<file path="config.mk">
export PLATFORM = sky130hd
export DESIGN_NAME = ptwr_reader
export DESIGN_NICKNAME = d
export VERILOG_FILES = /design/src/logic/ptwr_pkg.sv /design/src/logic/ptwr_reader.sv /design/src/logic/ptwr_fifo.sv /design/src/logic/ptwr_char_decode.sv
export SDC_FILE = /design/constraint.sdc
export NUM_CORES = 1
export LEC_CHECK = 0
export ABC_CLOCK_PERIOD_IN_PS = 7840
export BUFFER_PORTS_ARGS = -buffer_cell sky130_fd_sc_hd__buf_2
export CORE_MARGIN = 3
export CORE_UTILIZATION = 62
export DETAILED_ROUTE_END_ITERATION = 10
export PLACE_DENSITY = 0.86
export SKIP_CTS_REPAIR_TIMING = 1
export SLEW_MARGIN = 20
export SYNTH_ARGS = -nofsm -noshare
export SYNTH_HDL_FRONTEND = slang
export SYNTH_SLANG_ARGS = --single-unit
</file>
<file path="constraint.sdc">
create_clock -name clk -period 7.84 [get_ports clk]
set_clock_uncertainty 0.1 [all_clocks]
set_input_delay 1.176 -clock clk [delete_from_list [all_inputs] [get_ports clk]]
set_output_delay 1.176 -clock clk [all_outputs]
set_load 0.1 [all_outputs]
</file>
<file path="src/logic/ptwr_pkg.sv">
// Purpose: Shared constants and types for the paper tape word reader
// Assumes: One system clock, synchronous active-high reset
// Notes:   Character codes are local to this reader and its tape punch
package ptwr_pkg;

    // Word and tape geometry
    localparam int DIGITS      = 12;
    localparam int DIGIT_W     = 4;
    localparam int WORD_W      = 48;
    localparam int CHAR_W      = 8;
    localparam int FIFO_DEPTH  = 16;
    localparam int INSTR_CHARS = 3;

    // Counter widths sized for the counts above
    localparam logic [3:0] DIGIT_MAX  = 4'hC;
    localparam logic [3:0] DIGIT_NONE = 4'h0;
    localparam logic [1:0] ICHAR_LAST = 2'h2;
    localparam logic [1:0] ICHAR_NONE = 2'h0;
    localparam logic [3:0] DIGIT_TOP  = 4'h9;

    // Eight-channel symbols in channels 1..7, channel 8 is parity
    localparam logic [6:0] CH8_BEGIN = 7'h40;
    localparam logic [6:0] CH8_END   = 7'h41;
    localparam logic [6:0] CH8_MINUS = 7'h42;
    localparam logic       PARITY_ODD = 1'b1;

    // Five-channel symbols, no parity channel
    localparam logic [4:0] CH5_BEGIN = 5'h10;
    localparam logic [4:0] CH5_END   = 5'h11;
    localparam logic [4:0] CH5_MINUS = 5'h12;

    // Values after reset
    localparam logic [47:0] WORD_ZERO  = 48'h0000_0000_0000;
    localparam logic [5:0]  FIELD_ZERO = 6'h00;

    typedef enum logic [2:0] {
        CK_DIGIT, CK_BEGIN, CK_END, CK_MINUS, CK_CODE
    } ptwr_kind_t;

    // One decoded tape character
    typedef struct packed {
        ptwr_kind_t  kind;
        logic [3:0]  digit;
        logic [5:0]  code;
        logic        perr;
    } ptwr_char_t;

    // Instruction in plugboard coding: operation and two fields
    typedef struct packed {
        logic [5:0] op;
        logic [5:0] field_a;
        logic [5:0] field_b;
    } ptwr_instr_t;

    // Signed decimal word, magnitude as twelve BCD digits
    typedef struct packed {
        logic        neg;
        logic [47:0] mag;
    } ptwr_word_t;

endpackage : ptwr_pkg

</file>
<file path="src/logic/ptwr_reader.sv">
// Purpose: Paper tape word reader with single-step and manual execution
// Assumes: Tape characters arrive with valid/ready on the system clock
// Notes:   Sequencer issues board or manual instructions on resume
`timescale 1ns/1ns
module ptwr_reader
    import ptwr_pkg::*;
(
    input  wire logic                 clk,
    input  wire logic                 srst,
    // Tape mechanism side
    input  wire logic                 tape_valid,
    input  wire logic [7:0]           tape_char,
    output logic                      tape_ready,
    input  wire logic                 five_channel,
    // Read operations from the sequencer
    input  wire logic                 read_data_req,
    input  wire logic                 read_instr_req,
    output logic                      read_busy,
    output logic                      read_done,
    // Accumulator and instruction results
    output logic                      acc_load,
    output ptwr_pkg::ptwr_word_t      acc_word,
    output logic                      tape_instr_valid,
    output ptwr_pkg::ptwr_instr_t     tape_instr,
    // Alarm
    output logic                      alarm,
    input  wire logic                 alarm_clear,
    // Stepping and manual control
    input  wire logic                 resume_request,
    input  wire logic                 single_step,
    input  wire logic                 program_source_select,
    input  wire ptwr_pkg::ptwr_instr_t manual_instr,
    input  wire ptwr_pkg::ptwr_instr_t board_instr,
    input  wire logic                 exec_done,
    input  wire logic                 halt_hit,
    output logic                      exec_valid,
    output ptwr_pkg::ptwr_instr_t     exec_instr,
    output logic                      exec_manual,
    output logic                      step_advance,
    output logic                      running
);
    import ptwr_pkg::*;

    typedef enum logic [2:0] {
        ST_IDLE, ST_SEEK, ST_DATA, ST_INSTR, ST_ALARM
    } ptwr_rd_state_t;

    typedef enum logic [1:0] {
        SQ_STOP, SQ_ISSUE, SQ_WAIT
    } ptwr_sq_state_t;

    ptwr_rd_state_t state_r;
    ptwr_rd_state_t state_nxt;
    ptwr_sq_state_t sq_r;
    ptwr_sq_state_t sq_nxt;

    logic        buf_valid;
    logic [7:0]  buf_data;
    logic        buf_pop;
    ptwr_char_t  ch;

    logic        mix_r;
    logic [3:0]  dcnt_r;
    logic [47:0] shift_r;
    logic        neg_r;
    logic [1:0]  icnt_r;
    logic [5:0]  ich0_r;
    logic [5:0]  ich1_r;

    logic        reading;
    logic        take;
    logic        is_instr_ch;
    logic        bad_parity;
    logic        too_long;
    logic        empty_word;
    logic        word_end;
    logic        instr_end;
    logic        fault;
    logic        start_rd;
    logic [47:0] shift_nxt;
    ptwr_instr_t instr_nxt;

    // Character buffer; a stalled parse backs up to the mechanism
    ptwr_fifo #(
        .WIDTH (CHAR_W),
        .DEPTH (FIFO_DEPTH)
    ) u_fifo (
        .clk       (clk),
        .srst      (srst),
        .in_valid  (tape_valid),
        .in_data   (tape_char),
        .in_ready  (tape_ready),
        .out_valid (buf_valid),
        .out_data  (buf_data),
        .out_ready (buf_pop)
    );

    ptwr_char_decode u_dec (
        .raw          (buf_data),
        .five_channel (five_channel),
        .ch           (ch)
    );

    // Character consumption and error detection
    assign reading     = (state_r == ST_SEEK) || (state_r == ST_DATA)
                      || (state_r == ST_INSTR);
    assign buf_pop     = reading && buf_valid;
    assign take        = buf_pop && !ch.perr;
    assign bad_parity  = buf_pop && ch.perr;
    assign is_instr_ch = (ch.kind == CK_CODE) || (ch.kind == CK_DIGIT);
    assign too_long    = (ch.kind == CK_DIGIT)
                      && (dcnt_r == DIGIT_MAX);
    assign empty_word  = (ch.kind == CK_END) && (dcnt_r == DIGIT_NONE);
    assign word_end    = take && (state_r == ST_DATA) && (ch.kind == CK_END)
                      && !empty_word;
    assign instr_end   = take && (state_r == ST_INSTR) && is_instr_ch
                      && (icnt_r == ICHAR_LAST);
    assign start_rd    = (read_data_req || read_instr_req) && !read_busy;

    // Malformed items stop the transfer like a parity failure
    assign fault = bad_parity
                || (take && (state_r == ST_DATA)
                    && (too_long || empty_word || (ch.kind == CK_BEGIN)
                        || (ch.kind == CK_CODE)))
                || (take && (state_r == ST_INSTR) && !is_instr_ch);

    // Each digit enters at the right, so leading zeros remain as padding
    assign shift_nxt = {shift_r[WORD_W-DIGIT_W-1:0], ch.digit};

    // Tape instruction packed in plugboard field order
    assign instr_nxt = '{op: ich0_r, field_a: ich1_r, field_b: ch.code};

    // Parser next state
    always_comb begin
        state_nxt = state_r;
        unique case (state_r)
            ST_IDLE: begin
                if (start_rd) begin
                    state_nxt = ST_SEEK;
                end
            end
            ST_SEEK: begin
                if (take && ch.kind == CK_BEGIN) begin
                    state_nxt = ST_DATA;
                end else if (take && mix_r && is_instr_ch) begin
                    state_nxt = ST_INSTR;
                end
            end
            ST_DATA: begin
                if (word_end) begin
                    state_nxt = ST_IDLE;
                end
            end
            ST_INSTR: begin
                if (instr_end) begin
                    state_nxt = ST_IDLE;
                end
            end
            ST_ALARM: begin
                if (alarm_clear) begin
                    state_nxt = ST_IDLE;
                end
            end
        endcase
        if (fault) begin
            state_nxt = ST_ALARM;
        end
    end

    always_ff @(posedge clk) begin
        if (srst) begin
            state_r <= ST_IDLE;
        end else begin
            state_r <= state_nxt;
        end
    end

    // Read mode latched at request; data-only skips stray characters
    always_ff @(posedge clk) begin
        if (srst) begin
            mix_r <= 1'b0;
        end else if (start_rd && state_r == ST_IDLE) begin
            mix_r <= read_instr_req && !read_data_req;
        end
    end

    // Digit assembly; a fresh begin symbol clears the word
    always_ff @(posedge clk) begin
        if (srst) begin
            shift_r <= WORD_ZERO;
            dcnt_r  <= DIGIT_NONE;
            neg_r   <= 1'b0;
        end else if (take && state_r == ST_SEEK) begin
            shift_r <= WORD_ZERO;
            dcnt_r  <= DIGIT_NONE;
            neg_r   <= 1'b0;
        end else if (take && state_r == ST_DATA && !fault) begin
            if (ch.kind == CK_DIGIT) begin
                shift_r <= shift_nxt;
                dcnt_r  <= dcnt_r + 4'h1;
            end else if (ch.kind == CK_MINUS) begin
                neg_r <= 1'b1;
            end
        end
    end

    // Instruction character gathering, three per instruction
    always_ff @(posedge clk) begin
        if (srst) begin
            icnt_r <= ICHAR_NONE;
            ich0_r <= FIELD_ZERO;
            ich1_r <= FIELD_ZERO;
        end else if (take && state_r == ST_SEEK && mix_r && is_instr_ch) begin
            ich0_r <= ch.code;
            icnt_r <= 2'h1;
        end else if (take && state_r == ST_INSTR && is_instr_ch) begin
            ich1_r <= ch.code;
            icnt_r <= icnt_r + 2'h1;
        end
    end

    // Results; the accumulator only loads on a clean end symbol
    always_ff @(posedge clk) begin
        if (srst) begin
            acc_load         <= 1'b0;
            acc_word         <= '{neg: 1'b0, mag: WORD_ZERO};
            tape_instr_valid <= 1'b0;
            tape_instr       <= '0;
            read_done        <= 1'b0;
        end else begin
            acc_load         <= word_end;
            tape_instr_valid <= instr_end;
            read_done        <= word_end || instr_end;
            if (word_end) begin
                acc_word <= '{neg: neg_r, mag: shift_r};
            end
            if (instr_end) begin
                tape_instr <= instr_nxt;
            end
        end
    end

    // Busy spans request to result; alarm holds until cleared
    always_ff @(posedge clk) begin
        if (srst) begin
            read_busy <= 1'b0;
            alarm     <= 1'b0;
        end else begin
            read_busy <= (state_nxt != ST_IDLE) && (state_nxt != ST_ALARM);
            alarm     <= (state_nxt == ST_ALARM);
        end
    end

    // Sequencer: stop, issue one instruction, wait for its completion
    always_comb begin
        sq_nxt = sq_r;
        unique case (sq_r)
            SQ_STOP: begin
                if (resume_request && !alarm) begin
                    sq_nxt = SQ_WAIT;
                end
            end
            SQ_ISSUE: begin
                sq_nxt = SQ_WAIT;
            end
            SQ_WAIT: begin
                if (exec_done) begin
                    sq_nxt = (exec_manual || single_step || halt_hit || alarm)
                           ? SQ_STOP : SQ_ISSUE;
                end
            end
        endcase
    end

    always_ff @(posedge clk) begin
        if (srst) begin
            sq_r <= SQ_STOP;
        end else begin
            sq_r <= sq_nxt;
        end
    end

    // Issue path; manual fields never touch the step pointer
    always_ff @(posedge clk) begin
        if (srst) begin
            exec_valid   <= 1'b0;
            exec_instr   <= '0;
            exec_manual  <= 1'b0;
            step_advance <= 1'b0;
            running      <= 1'b0;
        end else begin
            exec_valid   <= 1'b0;
            step_advance <= sq_r == SQ_WAIT && exec_done
                            && !exec_manual;
            running      <= (sq_nxt != SQ_STOP);
            if (sq_r == SQ_STOP && sq_nxt == SQ_WAIT) begin
                exec_valid  <= 1'b1;
                exec_manual <= program_source_select;
                exec_instr  <= program_source_select ? manual_instr
                                                     : board_instr;
            end else if (sq_r == SQ_ISSUE) begin
                exec_valid  <= 1'b1;
                exec_manual <= 1'b0;
                exec_instr  <= board_instr;
            end
        end
    end
endmodule : ptwr_reader

</file>
<file path="src/logic/ptwr_fifo.sv">
// Purpose: Character buffer between the tape mechanism and the decoder
// Assumes: Single clock, synchronous reset
// Notes:   Ready is registered so it leaves the block from a flip-flop
`timescale 1ns/1ns
module ptwr_fifo #(
    parameter int WIDTH = 8,
    parameter int DEPTH = 16
) (
    input  wire logic             clk,
    input  wire logic             srst,
    input  wire logic             in_valid,
    input  wire logic [WIDTH-1:0] in_data,
    output logic                  in_ready,
    output logic                  out_valid,
    output logic      [WIDTH-1:0] out_data,
    input  wire logic             out_ready
);
    localparam int AW = $clog2(DEPTH);

    logic [WIDTH-1:0] mem_r [DEPTH];
    logic [AW-1:0]    wr_r;
    logic [AW-1:0]    rd_r;
    logic [AW:0]      cnt_r;
    logic [AW:0]      cnt_nxt;
    logic             push;
    logic             pop;

    // Push only while room is advertised, pop only while data is held
    assign push      = in_valid && in_ready;
    assign pop       = out_ready && out_valid;
    assign out_valid = (cnt_r != '0);
    assign out_data  = mem_r[rd_r];
    assign cnt_nxt   = cnt_r + (AW+1)'(push) - (AW+1)'(pop);

    // Storage written by index
    always_ff @(posedge clk) begin
        if (push) begin
            mem_r[wr_r] <= in_data;
        end
    end

    // Pointers and occupancy; ready drops as the last slot fills
    always_ff @(posedge clk) begin
        if (srst) begin
            wr_r     <= '0;
            rd_r     <= '0;
            cnt_r    <= '0;
            in_ready <= 1'b0;
        end else begin
            wr_r     <= push ? AW'(wr_r + 1'b1) : wr_r;
            rd_r     <= pop ? AW'(rd_r + 1'b1) : rd_r;
            cnt_r    <= cnt_nxt;
            in_ready <= (cnt_nxt < (AW+1)'(DEPTH));
        end
    end
endmodule : ptwr_fifo

</file>
<file path="src/logic/ptwr_char_decode.sv">
// Purpose: Classify one raw tape character and check its parity
// Assumes: Eight-channel parity is odd over all eight channels
// Notes:   Purely combinational; five-channel tape has no check
`timescale 1ns/1ns
module ptwr_char_decode
    import ptwr_pkg::*;
(
    input  wire logic [7:0] raw,
    input  wire logic       five_channel,
    output ptwr_pkg::ptwr_char_t ch
);
    logic [6:0] sym8;
    logic [4:0] sym5;
    logic       is_begin;
    logic       is_end;
    logic       is_minus;
    logic       is_digit;

    // Symbol selection per tape width
    assign sym8     = raw[6:0];
    assign sym5     = raw[4:0];
    assign is_begin = five_channel ? (sym5 == CH5_BEGIN) : (sym8 == CH8_BEGIN);
    assign is_end   = five_channel ? (sym5 == CH5_END) : (sym8 == CH8_END);
    assign is_minus = five_channel ? (sym5 == CH5_MINUS) : (sym8 == CH8_MINUS);
    assign is_digit = five_channel ? (sym5 <= {1'b0, DIGIT_TOP})
                                   : (sym8 <= {3'h0, DIGIT_TOP});

    // Classification; digits double as instruction characters
    assign ch.kind  = is_begin ? CK_BEGIN :
                      is_end   ? CK_END   :
                      is_minus ? CK_MINUS :
                      is_digit ? CK_DIGIT : CK_CODE;
    assign ch.digit = raw[3:0];
    assign ch.code  = five_channel ? {1'b0, sym5} : raw[5:0];
    assign ch.perr  = !five_channel && ((^raw) != PARITY_ODD);
endmodule : ptwr_char_decode

</file>
==> summary.md <==
| Metric | Value |
|---|---|
| Drt pass-1 iters | 5 |
| Max-Cap Viols | 0 |
| Final period util | 72.8% |
| Number of synthesized flops with an enable pin | 128 |
| Port buffer count | 150 |
| Static leakage | 5.65 nW |
| Site Rows | 51 |
| Seq/Total Area, Yosys | 59.6% |
| Share of cells above drive strength 1 | 21.2% |
| DRT Wirelength | 28,600 um |
| Layout Nets | 1,306 |
| Status | finished clean |
| Most Crowded Layer GR | met2 |
| Antenna-violating nets left | 0 |
| Largest family of logic cells by synthesized area | simple AND/OR/NAND/NOR gates |
| Grt total ovfl | 0 |
| Clock tree sinks | 313 |
| Final core occ | 73.9% |
| Longest Clk Path Bufs | 3 |
| Clk root buf | clkbuf_16 |
| H-tree depth | 1 |
| Slowest cell on crit path | nand4_1 |
| I/O pin count | 151 |
| Share of power burned in registers | about 40% |
| Dominant cells by area after synthesis | edfxtp_1, dfxtp_1, mux2i_1 |
| Via/cell ratio | 5.95 |
| CTS tree | yes |
| Pwr per Cell Area | 316 nW/um^2 |
| Worst IR Drop VDD | 379 uV |
| Via Count | between 9,000 and 10,000 |
| Net Sw Frac | 33.5% |
| Setup crit start kind | flip-flop |
| Crit-path cells | buf_4 -> mux4_2 -> inv_1 -> a2bb2oi_1 -> nand2_1 -> inv_1 -> ha_1 -> xnor2_1 -> xnor2_1 -> and4_1 -> a211o_1 -> a31oi_4 -> nand4_1 -> buf_4 -> nand2_1 -> a21oi_1 |
| RSZ-0062 raised after global routing | false |
| Vias in the first global route | 8,708 |
| Global-route wire length before repair | 45,000 um |
| Critical Path End Type | flip-flop |
| Adder-Cell Fraction of Synth Area | 2.43% |
| Async S/R FF share, synth | 0% |
| Max transition margin | 29.8% |
| Die Area | 22,200 um^2 |
| Die height | around 150 um |
| Top-count cell post-synth | dfxtp_1 |
| WL per Instance | 18.9 um |
| Post-synthesis simple-gate area fraction | ~12% |
| Final setup violating endpoints | 0 |
| Die X | approximately 150 um |
| Xor and xnor fraction of the mapped netlist area | 0.900% |
| Hpwl dp | about 18,000 um |
| Syn avg cell area | roughly 11 um^2 |
| Net Switching | 1.55 mW |
| Synth unique cells | 73 |
| Req. time, crit path | 8.16 ns |
| Final hold vios | 0 |
| Ys flop type | dfxtp_1 |
| RePlAce Congestion | between 0.9 and 1 |
| Syn Inst Count | around 1,100 |
| Synth Area in Compound Gates | 11.3% |
| Synth top cells by count | dfxtp_1, edfxtp_1, nand2_1 |
| Comb power frac | 27.0% |
| Internal power | 3.07 mW |
| Antenna diodes | 0 |
| Final max-slew violation count | 0 |
| Total track usage | between 20% and 30% |
| FMAX | 175 MHz |
| Hold Crit Class | flip-flop to flip-flop |
| Met3 GRT Util | 3.68% |
| Pin count of the biggest net entering global routing | 90 |
| Post-layout min period | 5.71 ns |
| Top cell type's share of synthesized area | 30.4% |
| Initial antenna violation count | 0 |
| Clk pwr share | between 30% and 40% |
| DRT iter0 DRCs | 787 |
| DRC Markers | 0 |
| Critical path class | flip-flop to flip-flop |
| CP peak stage delay | about 0.84 ns |
| Yosys warns | 0 |
| Met2 usage | 44.3% |
| Worst-margin pin slew | 1.04 ns |
| Power, Total | 4.62 mW |
| Clock latency on the worst-skew pair | 0.55 ns |
| Mux contribution to synthesized area | 10.2% |
| Synthesized area | 12,700 um^2 |
| Critical Path Fanout Max | 28 |
| TritonCTS Buffers | 30 |
| Setup TNS | 0 ns |
| Syn Nets | 1,187 |
| Synthesized flop and latch total | 313 |
| Initial cell density of the core | 64.0% |
| Post-synth top area cell | edfxtp_1 |
| Clock transition at path regs | ~0.060 ns |
| M1 GR Usage | roughly a third |
| Total core area | about 20,000 um^2 |
| Area grow syn2layout | 15.5% |
| Data arrival time of the critical path | ~6.0 ns |
## worst paths after layout
| path | startpoint | end | slack, ns | depth (start not counted) |
|---|---|---|---|---|
| worst max register to register | flip-flop | acc_word[22] | 2.13 | 16 |
| worst max-delay path | flip-flop | acc_word[22] | 2.13 | 16 |
| worst min-delay path | acc_word[46] | acc_word[46] | 0.35 | 2 |
| worst min register to register | acc_word[46] | acc_word[46] | 0.35 | 2 |
## logic make-up after synthesis
logic type | Yosys count
adders and majority gates | 24
muxes | 92
DFF | 313
AOI/OAI and AO/OA | 233
buffers and inverters | 106
and+or+nand+nor | 326
xor gates and xnor gates | 13
## sequential cells by signal, summed over array words and instances, names as in the netlist, 2 cells and up, named ones only
name          flops
ich0_r            6
u_fifo.rd_r       4
ich1_r            6
exec_instr       18
u_fifo.wr_r       4
sq_r              2
u_fifo.mem_r    128
state_r           3
shift_r          48
acc_word         49
dcnt_r            4
u_fifo.cnt_r      5
icnt_r            2
tape_instr       18
## per-stage QoR
stage	instances	instance area, um^2	setup WS (ns)	hold WS [ns]
2_1_floorplan	1107	12700	3.96	0.326
3_3_place_gp	1457	13500	2.44	0.338
5_1_grt	1515	14600	1.69	0.368
6_report	1515	14600	2.13	0.349
3_5_place_dp	1458	13500	2.21	0.343
4_1_cts	1514	14600	2.10	0.353
## per-layer routing
| layer | share of wire [%] | vias up |
|---|---|---|
| li1 | - | 4241 |
| met2 | 52 | 328 |
| met4 | 3.3 | 0 |
| met1 | 39 | 4362 |
| met3 | 6.1 | 76 |
| met5 | 0 | - |
## critical path, delay by kind of cell, from the launching register on
kind            cells  cell delay [ns]
simple gates        4             1.47
buf+inv             4             1.24
compound gates      4             1.01
mux                 1             0.57
flops               1             0.56
xor+xnor            2             0.35
fa+ha+maj           1             0.24
## final cells by class
type                            count  area (um^2)
Sequential cell                   313         7550
Tap cell                          265          332
Clock buffer                       44          938
Inverter                           30          114
Timing Repair Buffer              163          878
Multi-Input combinational cell    688         4660
Fill cell                        1307         5170
Clock inverter                     12          146
## layout by cell type (no fill, tap or decap), types with 3 or more instances in the layout
cell type,n
bufinv_16,3
mux4_1,4
o211ai_1,3
edfxtp_1,128
o21ai_1,9
a31oi_1,4
mux2i_1,63
clkinv_2,9
clkbuf_1,3
nor3_2,3
buf_2,149
a21oi_1,113
dfxtp_1,184
xor2_1,5
nand2_1,119
nand4_1,7
o21ai_0,42
ha_1,23
nand2b_1,4
nor3_1,7
a22oi_2,3
inv_1,28
clkbuf_16,33
a211oi_1,22
buf_4,12
nor4_1,3
nor2_1,94
mux4_2,24
nor2b_1,9
clkbuf_8,7
nand3_1,57
and3_1,5
xnor2_1,8
## power groups by stage
stage	clock network (mW)	registers, mW	logic [mW]
final	1.53	1.84	1.25
after global routing	1.60	1.86	1.33
after CTS	1.55	1.85	1.24
after detailed placement	0	1.88	1.23
after global placement	0	1.88	1.19
after floorplan	0	2.24	0.648
No activity file was read; power rests on OpenSTA's default activity.
